**src/include/power_state_manager_consts.svh**
```systemverilog
/*
 Constants for the power-state manager: state codes, clock rates, dividers.
 Assumes inclusion by bare name from the design files.
*/
`ifndef POWER_STATE_MANAGER_CONSTS_SVH
`define POWER_STATE_MANAGER_CONSTS_SVH

`define PSM_SYS_CLK_KHZ      250000
`define PSM_ACTIVE_CLK_KHZ   12000
`define PSM_IDLE_CLK_KHZ     5000
`define PSM_SLEEP_CLK_KHZ    100
`define PSM_ACTIVE_DIV       (`PSM_SYS_CLK_KHZ / `PSM_ACTIVE_CLK_KHZ)
`define PSM_IDLE_DIV         (`PSM_SYS_CLK_KHZ / `PSM_IDLE_CLK_KHZ)
`define PSM_SLEEP_DIV        (`PSM_SYS_CLK_KHZ / `PSM_SLEEP_CLK_KHZ)
`define PSM_DIV_W            12
`define PSM_ST_ACTIVE        3'h1
`define PSM_ST_IDLE          3'h2
`define PSM_ST_SLEEP         3'h4

`endif

```
**src/include/power_state_pkg.sv**
```systemverilog
/*
 Types shared by the power-state manager files.
 Assumes power_state_manager_consts.svh is on the include path.
*/
`include "power_state_manager_consts.svh"
package power_state_pkg;
	typedef enum logic [2:0] {
		PS_ACTIVE = `PSM_ST_ACTIVE,
		PS_IDLE   = `PSM_ST_IDLE,
		PS_SLEEP  = `PSM_ST_SLEEP
	} pwr_state_t;

	// Feature and oscillator enables for the current state
	typedef struct packed {
		logic fastOscEn;
		logic slowOscEn;
		logic attachDetEn;
		logic pdMsgEn;
		logic i2cEn;
		logic spiEn;
	} feature_en_t;
endpackage

```
**src/core/core_clk_divider.sv**
```systemverilog
/*
 Divider producing a one-cycle enable at a selectable rate.
 Assumes divide ratio held steady except at state changes.
*/
`timescale 1ns/1ps
`include "power_state_manager_consts.svh"
module core_clk_divider #(
	parameter int W = `PSM_DIV_W
) (
	input  wire logic         core_clk,
	input  wire logic         rst,
	input  wire logic [W-1:0] divRatio,
	output logic              tickEn
);
	logic [W-1:0] cnt_ff;
	logic [W-1:0] ratio_ff;

	// Rate change restarts the count so no short period leaks out
	always_ff @(posedge core_clk) begin
		if (rst) begin
			ratio_ff <= '0;
		end else begin
			ratio_ff <= divRatio;
		end
	end

	always_ff @(posedge core_clk) begin
		if (rst || divRatio != ratio_ff) begin
			cnt_ff <= '0;
		end else if (cnt_ff >= divRatio - W'(1)) begin
			cnt_ff <= '0;
		end else begin
			cnt_ff <= cnt_ff + W'(1);
		end
	end

	always_ff @(posedge core_clk) begin
		if (rst) begin
			tickEn <= 1'b0;
		end else begin
			tickEn <= divRatio == ratio_ff && cnt_ff >= divRatio - W'(1);
		end
	end
endmodule // core_clk_divider

```
**src/core/power_state_manager.sv**
```systemverilog
/*
 Power-state manager: active/idle/sleep selection, core clock enable,
 oscillator and feature enables, wake handling, sink-only restriction.
 Assumes event inputs are pins from outside this clock domain; a host on
 the two-wire bus requests state changes through hostReq pins.
*/
// What this block does
// - Always exactly one of active, idle, sleep; sleep only while unconnected.
// - Core clock 12 MHz active (code divides by 20, 12.5 MHz), 4-6 MHz idle, 100 kHz sleep; fast osc off.
// - Attach detect always; PD, four-wire active only; two-wire not asleep.
// - Attach/detach or addressed two-wire traffic wakes from idle or sleep.
// - Protocol message wakes idle to active, never from sleep.
// - The message that caused a wake is dropped, later ones are handled.
// - Internal 3.3 V rail fed from cable supply forces sink-only role.
// - Host on two-wire bus configures and controls the device.
// - Boot loads configuration bundle over two-wire or four-wire interface.
`timescale 1ns/1ps
`include "power_state_manager_consts.svh"
module power_state_manager #(
	parameter int DIV_W = `PSM_DIV_W
) (
	input  wire logic                       core_clk,
	input  wire logic                       rst,
	input  wire logic                       portConnected,
	input  wire logic                       attachEvent,
	input  wire logic                       i2cAddrMatch,
	input  wire logic                       pdMsgIn,
	input  wire logic                       rail3v3FromVbus,
	input  wire logic                       bootLoadDone,
	input  wire logic                       hostReqIdle,
	input  wire logic                       hostReqSleep,
	output power_state_pkg::pwr_state_t     pwrState,
	output power_state_pkg::feature_en_t    featEn,
	output logic                            coreTick,
	output logic                            pdMsgAccept,
	output logic                            sinkOnly,
	output logic                            bootBusy
);
	// Three-stage pin synchronisers, one generate loop
	localparam int NPIN = 8;
	logic [NPIN-1:0] pinRaw;
	logic [NPIN-1:0] s1_ff, s2_ff, s3_ff, pin_ff;
	assign pinRaw = {hostReqSleep, hostReqIdle, bootLoadDone,
		rail3v3FromVbus, pdMsgIn, i2cAddrMatch, attachEvent, portConnected};
	genvar gi;
	generate
		for (gi = 0; gi < NPIN; gi++) begin : g_sync
			always_ff @(posedge core_clk) begin
				if (rst) begin
					s1_ff[gi]  <= 1'b0;
					s2_ff[gi]  <= 1'b0;
					s3_ff[gi]  <= 1'b0;
					pin_ff[gi] <= 1'b0;
				end else begin
					s1_ff[gi] <= pinRaw[gi];
					s2_ff[gi] <= s1_ff[gi];
					s3_ff[gi] <= s2_ff[gi];
					if (s2_ff[gi] == s3_ff[gi]) begin
						pin_ff[gi] <= s3_ff[gi];
					end
				end
			end
		end
	endgenerate

	logic conn, attEv, i2cHit, pdIn, railVbus, bootDone, reqIdle, reqSleep;
	assign {reqSleep, reqIdle, bootDone, railVbus, pdIn, i2cHit, attEv,
		conn} = pin_ff;

	// Edge detection on settled levels
	logic attEv_ff, i2cHit_ff, pdIn_ff;
	always_ff @(posedge core_clk) begin
		if (rst) begin
			attEv_ff  <= 1'b0;
			i2cHit_ff <= 1'b0;
			pdIn_ff   <= 1'b0;
		end else begin
			attEv_ff  <= attEv;
			i2cHit_ff <= i2cHit;
			pdIn_ff   <= pdIn;
		end
	end
	logic attRise, i2cRise, pdRise;
	assign attRise = attEv && !attEv_ff;
	assign i2cRise = i2cHit && !i2cHit_ff;
	assign pdRise  = pdIn && !pdIn_ff;

	// Boot: hold active until the configuration bundle is loaded
	always_ff @(posedge core_clk) begin
		if (rst) begin
			bootBusy <= 1'b1;
		end else if (bootDone) begin
			bootBusy <= 1'b0;
		end
	end

	power_state_pkg::pwr_state_t state_ff, nxt_state;
	logic wake;
	assign wake = attRise || i2cRise;

	always_comb begin
		nxt_state = state_ff;
		case (state_ff)
			power_state_pkg::PS_ACTIVE: begin
				// Host commands arrive over two-wire bus
				if (!bootBusy && reqSleep && !conn) begin
					nxt_state = power_state_pkg::PS_SLEEP;
				end else if (!bootBusy && reqIdle) begin
					nxt_state = power_state_pkg::PS_IDLE;
				end
			end
			power_state_pkg::PS_IDLE: begin
				if (wake || pdRise) begin
					nxt_state = power_state_pkg::PS_ACTIVE;
				end else if (reqSleep && !conn) begin
					nxt_state = power_state_pkg::PS_SLEEP;
				end
			end
			power_state_pkg::PS_SLEEP: begin
				// Protocol traffic ignored here; link is dead anyway
				if (wake || conn) begin
					nxt_state = power_state_pkg::PS_ACTIVE;
				end
			end
			default: nxt_state = power_state_pkg::PS_ACTIVE;
		endcase
	end

	always_ff @(posedge core_clk) begin
		if (rst) begin
			state_ff <= power_state_pkg::PS_ACTIVE;
		end else begin
			state_ff <= nxt_state;
		end
	end
	assign pwrState = state_ff;

	// Drop the waking message until its line goes quiet
	logic dropMsg_ff;
	always_ff @(posedge core_clk) begin
		if (rst) begin
			dropMsg_ff <= 1'b0;
		end else if (state_ff == power_state_pkg::PS_IDLE && pdRise) begin
			dropMsg_ff <= 1'b1;
		end else if (!pdIn) begin
			dropMsg_ff <= 1'b0;
		end
	end

	always_ff @(posedge core_clk) begin
		if (rst) begin
			pdMsgAccept <= 1'b0;
		end else begin
			pdMsgAccept <= pdRise && state_ff == power_state_pkg::PS_ACTIVE
				&& !dropMsg_ff;
		end
	end

	always_ff @(posedge core_clk) begin
		if (rst) begin
			sinkOnly <= 1'b0;
		end else begin
			sinkOnly <= railVbus;
		end
	end

	always_ff @(posedge core_clk) begin
		if (rst) begin
			// Reset state is active, so every enable is on
			featEn <= '1;
		end else begin
			featEn.fastOscEn <= nxt_state != power_state_pkg::PS_SLEEP;
			featEn.slowOscEn   <= 1'b1;
			featEn.attachDetEn <= 1'b1;
			featEn.pdMsgEn  <= nxt_state == power_state_pkg::PS_ACTIVE;
			featEn.spiEn    <= nxt_state == power_state_pkg::PS_ACTIVE;
			featEn.i2cEn    <= nxt_state != power_state_pkg::PS_SLEEP;
		end
	end

	// Core clock rate per state
	logic [DIV_W-1:0] divSel;
	always_comb begin
		case (state_ff)
			power_state_pkg::PS_IDLE:  divSel = DIV_W'(`PSM_IDLE_DIV);
			power_state_pkg::PS_SLEEP: divSel = DIV_W'(`PSM_SLEEP_DIV);
			default:                   divSel = DIV_W'(`PSM_ACTIVE_DIV);
		endcase
	end

	core_clk_divider #(.W(DIV_W)) i_core_clk_divider (
		.core_clk (core_clk),
		.rst      (rst),
		.divRatio (divSel),
		.tickEn   (coreTick)
	);

	property p_sleep_unconn;
		@(posedge core_clk) disable iff (rst)
		nxt_state == power_state_pkg::PS_SLEEP |-> !conn;
	endproperty
	a_sleep_unconn: assert property (p_sleep_unconn)
		else $error("sleep while connected");
	property p_onehot;
		@(posedge core_clk) disable iff (rst) $onehot(state_ff);
	endproperty
	a_onehot: assert property (p_onehot)
		else $error("state not one-hot");
	property p_osc;
		@(posedge core_clk) disable iff (rst)
		featEn.slowOscEn &&
		featEn.fastOscEn == (state_ff != power_state_pkg::PS_SLEEP);
	endproperty
	a_osc: assert property (p_osc)
		else $error("oscillator enables wrong");
	property p_wake;
		@(posedge core_clk) disable iff (rst)
		state_ff != power_state_pkg::PS_ACTIVE && wake |=>
		state_ff == power_state_pkg::PS_ACTIVE;
	endproperty
	a_wake: assert property (p_wake)
		else $error("no wake");
	property p_pd_sleep;
		@(posedge core_clk) disable iff (rst)
		state_ff == power_state_pkg::PS_SLEEP && pdRise && !wake && !conn |=>
		state_ff == power_state_pkg::PS_SLEEP;
	endproperty
	a_pd_sleep: assert property (p_pd_sleep)
		else $error("protocol message woke sleep");
	property p_pd_idle;
		@(posedge core_clk) disable iff (rst)
		state_ff == power_state_pkg::PS_IDLE && pdRise |=>
		!pdMsgAccept ##1 !pdMsgAccept;
	endproperty
	a_pd_idle: assert property (p_pd_idle)
		else $error("waking message accepted");
	property p_accept;
		@(posedge core_clk) disable iff (rst)
		pdMsgAccept |-> $past(state_ff) == power_state_pkg::PS_ACTIVE;
	endproperty
	a_accept: assert property (p_accept)
		else $error("message accepted outside active");
	property p_sink;
		@(posedge core_clk) disable iff (rst)
		sinkOnly == $past(railVbus);
	endproperty
	a_sink: assert property (p_sink)
		else $error("sink-only does not follow rail source");
	property p_feat_idle;
		@(posedge core_clk) disable iff (rst)
		state_ff == power_state_pkg::PS_IDLE |->
		featEn.i2cEn && featEn.attachDetEn &&
		!featEn.pdMsgEn && !featEn.spiEn;
	endproperty
	a_feat_idle: assert property (p_feat_idle)
		else $error("idle feature enables wrong");
	property p_feat_sleep;
		@(posedge core_clk) disable iff (rst)
		state_ff == power_state_pkg::PS_SLEEP |->
		!featEn.i2cEn && featEn.attachDetEn &&
		!featEn.pdMsgEn && !featEn.spiEn;
	endproperty
	a_feat_sleep: assert property (p_feat_sleep)
		else $error("sleep feature enables wrong");
	property p_boot_hold;
		@(posedge core_clk) disable iff (rst)
		bootBusy && state_ff == power_state_pkg::PS_ACTIVE |=>
		state_ff == power_state_pkg::PS_ACTIVE;
	endproperty
	a_boot_hold: assert property (p_boot_hold)
		else $error("left active before boot finished");
endmodule // power_state_manager

```
**config.mk**
```make
export PLATFORM = sky130hd
export DESIGN_NAME = power_state_manager
export DESIGN_NICKNAME = d
export VERILOG_FILES = /design/src/include/power_state_pkg.sv /design/src/core/core_clk_divider.sv /design/src/core/power_state_manager.sv
export VERILOG_INCLUDE_DIRS = /design/src /design/src/include
export SDC_FILE = /design/constraint.sdc
export NUM_CORES = 1
export LEC_CHECK = 0
export BUFFER_PORTS_ARGS = -buffer_cell sky130_fd_sc_hd__buf_2
export CORE_MARGIN = 4
export CORE_UTILIZATION = 25
export CTS_CLUSTER_DIAMETER = 150
export DETAILED_ROUTE_END_ITERATION = 8
export PLACE_DENSITY = 0.45
export SLEW_MARGIN = 20
export SYNTH_ARGS = -nofsm -noshare
export SYNTH_HDL_FRONTEND = slang
export SYNTH_SLANG_ARGS = --single-unit
export TNS_END_PERCENT = 1
```
**constraint.sdc**
```tcl
create_clock -name core_clk -period 2.85 [get_ports core_clk]
set_input_delay 0.57 -clock core_clk [delete_from_list [all_inputs] [get_ports core_clk]]
set_output_delay 0.57 -clock core_clk [all_outputs]
set_load 0.01 [all_outputs]
```
==> metrics, run 1 <==
Hold Vio Cnt, Final=0; GR Overflow Total=0; via/cell ratio=4.025; DRT antenna net count=0; initial antenna violation count=0; Period minus WS final=2.286 ns; die area=11320 µm²; Initial Util=roughly a quarter; fraction of layout cells with a size suffix above 1=approximately a fifth; hold buffers post-CTS=0; hold endpoint=pdMsgAccept; GP Congestion=0.7112; fin. max-slew vios=0; R2R Setup Slk=between 0.5 and 0.6 ns; Total GRT Usage=~8.5%; cts bufs inserted=9; first-pass iteration count of the detailed router=4; # clock sinks=61; RR Endpoint=i_core_clk_divider.cnt_ff[5]; DP Wirelength=2953 µm; core area=~9300 µm²; clk_skew=between 0.007 and 0.008 ns; Cells after Synth=239; Starting DRT DRC Count=61; CTS tree=done; most frequent cells in the layout=dfxtp_1 (61), nor2b_1 (30), buf_2 (20), nand2_1 (16), a21oi_1 (16); CTS H-tree lvls=3; vias in the first global route=between 1500 and 2000; count of final setup violators=0; RSZ-0062 raised after global routing=no; largest net degree at the start of global routing=47; Warnings, synthesis=0; area grow syn2layout=18.97%; peak supply drop=about 0.27 mV; Die Height=between 100 and 150 µm; commonest non-fill, non-tap cell in the layout=dfxtp_1; Crit path arrival time=2.50 ns; DR WL/cell=roughly 11 µm; Setup crit end kind=register; leakage power=approximately 0.0011 µW; Setup TNS=0 ns; hold_sp=dropMsg_ff; syn_area_per_cell=~10 µm²; crit path launch=pwrState[2]; Die W=between 100 and 150 µm; Max Clk Rate=between 0.4 and 0.5 GHz; Post-CTS Setup Bufs=0; CTS Buffer Depth=2; vias=~1600; Hold WC Path Type=register to register; Power Density=about 620 nW/µm²; CTS clk-pin slew, worst paths=0.06 ns; first-pass GRT wire length=~7600 µm; Rows=35; Yosys reg bits=roughly 60; reg2reg start=pwrState[2]; Netlist cell types=42; R2R cell count=9; CTS resizes=0; # IOs=23; DRC=0; placed cell area=about 2700 µm²; Final Instance Area=2880 µm²; Crit Path Max Fanout=12; final worst-path cycle share=about four fifths; final wirelength=between 4000 and 5000 µm; Worst Setup Start Kind=register; Max-cap violations=0; Setup CP Type=register to register; CTS root buf=clkbuf_8; status=finished, final reports clean; Post-layout nets=between 200 and 300; Worst EP required=3.07 ns; Antenna diodes=0; Synth Cell Area=about 2400 µm²; register area share after synthesis=between 50 and 60%; PortBufs=20; Hold Path Depth=1; Clk Latency, worst-skew pair=~0.33 ns
-- where the power goes --
part | internal [µW] | total (µW) | switching [µW]
registers | 869 | 875 | 6.54
logic | 18.4 | 42.3 | 23.9
clock network | 537 | 858 | 320
total | 1420 | 1780 | 351
-- layout make-up --
type	instances	area (µm²)
clock inverters	3	68.82
clock buffers	12	155.1
inverters	8	30.03
fillers	1001	6447
multi-input cells	163	1114
flip-flops and latches	61	1221
repair buffers	24	130.1
well taps	129	161.4
-- stage by stage --
| step | instances | utilization (%) | setup slack (ns) | power (µW) | hold slack [ns] |
|---|---|---|---|---|---|
| after global placement | 385 | 28.48 | 0.5300 | 936.9 | 0.4130 |
| after detailed placement | 385 | 28.48 | 0.5161 | 937.8 | 0.4204 |
| final | 400 | 30.88 | 0.5635 | 1776 | 0.4309 |
| after floorplan | 244 | - | 0.4165 | 925.8 | 0.3973 |
| after global routing | 400 | 30.88 | 0.3025 | 1861 | 0.4286 |
| after CTS | 400 | 30.88 | 0.5161 | 1808 | 0.4268 |
-- metal layers --
layer	up-vias	routed length (µm)	part of all wire (%)	GRT usage, %
met5	-	0	0	0
met4	0	30	0.71	2.922
met3	4	208	4.9	4.311
met2	23	1923	45	12.58
met1	727	2087	49	10.59
li1	856	-	-	-
-- worst max-delay path, stage by stage (launching register included) --
cell and delay [ns]:
dfxtp_1 0.39, nor3b_2 0.26, buf_4 0.19, inv_1 0.06, ha_1 0.30, nand4_1 0.19
nor3_1 0.32, o2bb2ai_1 0.15, buf_4 0.24, nor3_1 0.08
-- how the worst max path moves through the flow --
stage                                                to  depth (start not counted)
after floorplan           i_core_clk_divider.cnt_ff[10]                          8
after global placement     i_core_clk_divider.cnt_ff[5]                          9
after detailed placement   i_core_clk_divider.cnt_ff[5]                          9
after CTS                  i_core_clk_divider.cnt_ff[5]                          9
after global routing       i_core_clk_divider.cnt_ff[5]                          9
final                      i_core_clk_divider.cnt_ff[5]                          9
-- kinds of logic after synthesis --
group                    after synthesis  synth area share, %
buffers and inverters                 20                4.341
multiplexers                           1               0.4135
other                                  1               0.1549
adder cells (fa/ha/maj)               12                6.201
AND/OR/NAND/NOR                       93                23.93
XOR/XNOR                              10                3.617
flip-flops                            61                50.44
AO/OA/AOI/OAI                         41                10.91
-- sequential cells by signal (all words and copies together), names as in the netlist, 2 cells and up --
signal                       count
pwrState                         3
s3_ff                            8
i_core_clk_divider.cnt_ff       12
s1_ff                            8
s2_ff                            8
featEn                           2
i_core_clk_divider.ratio_ff      4
-- synthesized netlist by cell type --
library cell | count | area (µm²)
o21ai_0 | 11 | 55.05
a21oi_1 | 16 | 80.08
o211ai_1 | 1 | 7.510
nand3_1 | 3 | 15.01
ha_1 | 12 | 150.1
a21o_1 | 4 | 30.03
nor4b_1 | 1 | 8.760
nor2b_1 | 30 | 187.7
nor3b_1 | 2 | 15.01
o21ai_2 | 1 | 8.760
xnor2_1 | 4 | 35.03
clkbuf_1 | 6 | 22.52
conb_1 | 1 | 3.750
buf_4 | 4 | 30.03
xor2_1 | 6 | 52.55
or3b_2 | 1 | 8.760
o22ai_1 | 1 | 6.260
and2_1 | 1 | 6.260
nor3_1 | 3 | 15.01
a2bb2oi_1 | 1 | 8.760
o21a_1 | 2 | 15.01
dfxtp_1 | 61 | 1221
a2111oi_4 | 1 | 27.53
o2bb2ai_1 | 1 | 8.760
mux2i_1 | 1 | 10.01
or3b_1 | 1 | 8.760
nand4_1 | 4 | 25.02
and4_1 | 2 | 17.52
nor4b_2 | 1 | 15.01
nand2_1 | 16 | 60.06
nor2_1 | 10 | 37.54
nand2b_1 | 4 | 25.02
a211o_1 | 1 | 8.760
or2b_1 | 1 | 7.510
nand3b_1 | 1 | 7.510
inv_1 | 7 | 26.28
nor4_1 | 1 | 6.260
nor3_2 | 10 | 100.1
inv_2 | 1 | 3.750
a211oi_1 | 1 | 7.510
buf_6 | 2 | 22.52
nor3b_2 | 1 | 12.51
Power figures use the tool's default switching activity.
==> run 2: changes to the inputs <==
--- a/config.mk
+++ b/config.mk
@@ -6,6 +6,7 @@
 export SDC_FILE = /design/constraint.sdc
 export NUM_CORES = 1
 export LEC_CHECK = 0
+export ABC_AREA = 1
 export BUFFER_PORTS_ARGS = -buffer_cell sky130_fd_sc_hd__buf_2
 export CORE_MARGIN = 4
 export CORE_UTILIZATION = 25
==> constraint.sdc (replaced) <==
create_clock -name core_clk -period 2.33 [get_ports core_clk]
set_input_delay 0.466 -clock core_clk [delete_from_list [all_inputs] [get_ports core_clk]]
set_output_delay 0.466 -clock core_clk [all_outputs]
set_load 0.01 [all_outputs]
==> metrics, run 2 <==
status=finished, final reports clean; fin. max-slew vios=0 (unchanged); final core occ=30.21% (-0.67 points); first-pass iteration count of the detailed router=4 (unchanged); CTS Buffer Depth=2 (unchanged); via/cell ratio=3.729 (-7.4%); R2R cell count=9 (unchanged); largest family of logic cells by synthesized area=simple AND/OR/NAND/NOR gates; GRT met1 Usage=9.688% (-0.90 points); vias in the first global route=1751 (+10%); number of flip-flops in the largest register=12 (unchanged); Setup CP Type=register to register; final wirelength=4233 µm (-0.38%); Starting DRT DRC Count=51 (-16%); largest net degree at the start of global routing=36 (-23%); largest area contributor in the netlist=dfxtp_1; count of final setup violators=0 (unchanged); EDFF count, synth=0 (unchanged); Worst EP required=2.55 ns (-0.52 ns); Max Clk Rate=0.4988 GHz (+14%); CTS root buf=clkbuf_8; post-synthesis mux area share=0% (-0.41 points); Total GRT Usage=8.576% (+0.097 points); Post-CTS Setup Bufs=0 (unchanged); sequential cell area=1221 µm² (unchanged); # clock sinks=61 (unchanged); first-pass GRT wire length=7686 µm (+1.7%); reg2reg start=pwrState[2]; cts bufs inserted=9 (unchanged); GR Overflow Total=0 (unchanged); met2 usage=13.72% (+1.1 points); DR WL/cell=8.968 µm (-16%); Period minus WS final=2.005 ns (-0.2818 ns); CTS H-tree lvls=3 (unchanged); RSZ-0062 raised after global routing=no; Post-synth ARST share=0% (unchanged); syn_area_per_cell=8.229 µm² (-19%); Die W=108.5 µm (+2.0%); die area=11780 µm² (+4.0%); register area share after synthesis=48.34% (-2.1 points); crit path launch=pwrState[2]; CTS clk-pin slew, worst paths=0.07 ns (about the same); grt peak-use layer=met2; Fillers=1118 (+12%); R2R Setup Slk=0.33 ns (-0.24 ns); vias=1760 (+9.3%); Initial Util=25.73% (-0.23 points); initial antenna violation count=0 (unchanged); commonest non-fill, non-tap cell in the layout=dfxtp_1; PortBufs=20 (unchanged); fraction of layout cells with a size suffix above 1=18.58% (-1.3 points); hold endpoint=s1_ff[3]; clk_skew=0.006066 ns (-0.001530 ns); Die Height=108.5 µm (+2.0%); Synth Area in Compound Gates=4.953% (-6.0 points); GP Congestion=0.7381 (+3.8%); Warnings, synthesis=0 (unchanged); synth top area cells=dfxtp_1 (48%), nor2_1 (8.3%), inv_1 (6.7%); area grow syn2layout=17.43%; # IOs=23 (unchanged); met3 GRT Util=4.119% (-0.19 points); CTS resizes=0 (unchanged); Largest Register=i_core_clk_divider.cnt_ff; Max-cap violations=0 (unchanged); Setup crit end kind=register; hold_sp=pdMsgIn; RR Endpoint=i_core_clk_divider.cnt_ff[5]; Power Density=734.4 nW/µm² (+19%); Hold Vio Cnt, Final=0 (unchanged); top cell type's share of synthesized area=48.34% (-2.1 points); most frequent cells in the layout=dfxtp_1 (61), nor2_1 (56), inv_1 (45), nand2_1 (45), buf_2 (20); Rows=36 (+2.9%); peak supply drop=0.3455 mV (+30%); Worst Setup Start Kind=register; Post-Synth Simple-Gate Area=26.65% (+2.7 points); Cells after Synth=307 (+28%); hold buffers post-CTS=0 (unchanged); Post-Synth Adder-Cell Area=5.944% (-0.26 points); final worst-path cycle share=86.04% (+5.8 points); post-synthesis xor/xnor area fraction=3.120% (-0.50 points); Yosys reg bits=61 (unchanged); Hold Path Depth=3 (+2); Clk Latency, worst-skew pair=0.34 ns (about the same); Antenna diodes=0 (unchanged); Crit path arrival time=2.22 ns (-0.28 ns); leakage power=0.001250 µW (+16%); DRC=0 (unchanged); DP Wirelength=3049 µm (+3.2%); DRT antenna net count=0 (unchanged); Post-layout nets=356 (+23%); Hold WC Path Type=primary input to register; dominant synthesized flop cell=dfxtp_1; Post-synth top cells=dfxtp_1 (61), nor2_1 (56), inv_1 (45), nand2_1 (45), a21oi_1 (14); CTS tree=done; Netlist cell types=30 (-29%); Setup TNS=0 ns (unchanged); top-count cell post-synth=dfxtp_1; Crit Path Max Fanout=12 (unchanged); core area=9819 µm² (+5.3%); Synth Cell Area=2526 µm² (+4.3%); Multi-input gate area=1050 µm² (-5.7%)
## run 2: cell types whose count changed in the layout (fill, tap and decap cells not counted), moves of 4 or more
cell      delta
nor2_1      +46
inv_1       +38
nor2b_1     -30
nand2_1     +29
nor2_4      +11
nor3_2       -9
o21ai_0      -8
inv_2        +6
nand2b_1     -4
## run 2: power by group
group	switching [µW]	internal, µW
clock	434	613
sequential	8.13	1060
combinational	39.5	21.2
total	482	1700
## run 2: kinds of logic (layout without fill, tap and decap cells)
family | Yosys count | count (layout)
other cells | 1 | 6
flops | 61 | 61
buf+inv | 63 | 90
compound gates | 23 | 23
xor+xnor | 9 | 9
fa+ha+maj | 12 | 12
simple gates | 138 | 138
## run 2: worst max-delay path by stage
stage                     slack [ns]  cells past startpoint                            end
after detailed placement        0.31                      9   i_core_clk_divider.cnt_ff[5]
after global routing            0.14                      9   i_core_clk_divider.cnt_ff[5]
after global placement          0.40                      9   i_core_clk_divider.cnt_ff[5]
final                           0.33                      9   i_core_clk_divider.cnt_ff[5]
after floorplan                 0.54                     11  i_core_clk_divider.cnt_ff[10]
after CTS                       0.30                      9   i_core_clk_divider.cnt_ff[5]
## run 2: layout make-up
type                       count  area share (%)
clock buffer                  10           4.302
tap                          133           5.609
clock inverter                 6           3.205
timing repair buffer          21           3.627
inverter                      53           6.706
sequential                    61           41.16
multi-input combinational    188           35.39
## run 2: stage by stage
stage	cell area, µm²	std cells	setup WS (ns)	power [µW]	hold WS (ns)
CTS	2967	472	0.2985	2229	0.2988
global route	2967	472	0.1376	2293	0.2999
finish	2967	472	0.3253	2179	0.3210
global placement	2744	456	0.3954	1155	0.3890
detailed placement	2744	456	0.3094	1157	0.3921
floorplan	2545	312	0.5432	1145	0.3883
## run 2: routing by layer
layer  routed length, µm  part of all wire, %
met3                 214                  5.1
met2                1962                   46
met4                  58                  1.4
met5                   0                    0
met1                1997                   47
## run 2: worst max-delay path, stage by stage, from the launching register on
cell and delay, ns:
dfxtp_1 0.56, nand2_2 0.17, ha_1 0.33, nand2_1 0.07, nor2_1 0.14, nand2_1 0.07, a21oi_1 0.14, nor2_2 0.08
nand2_4 0.26, nor2_1 0.07
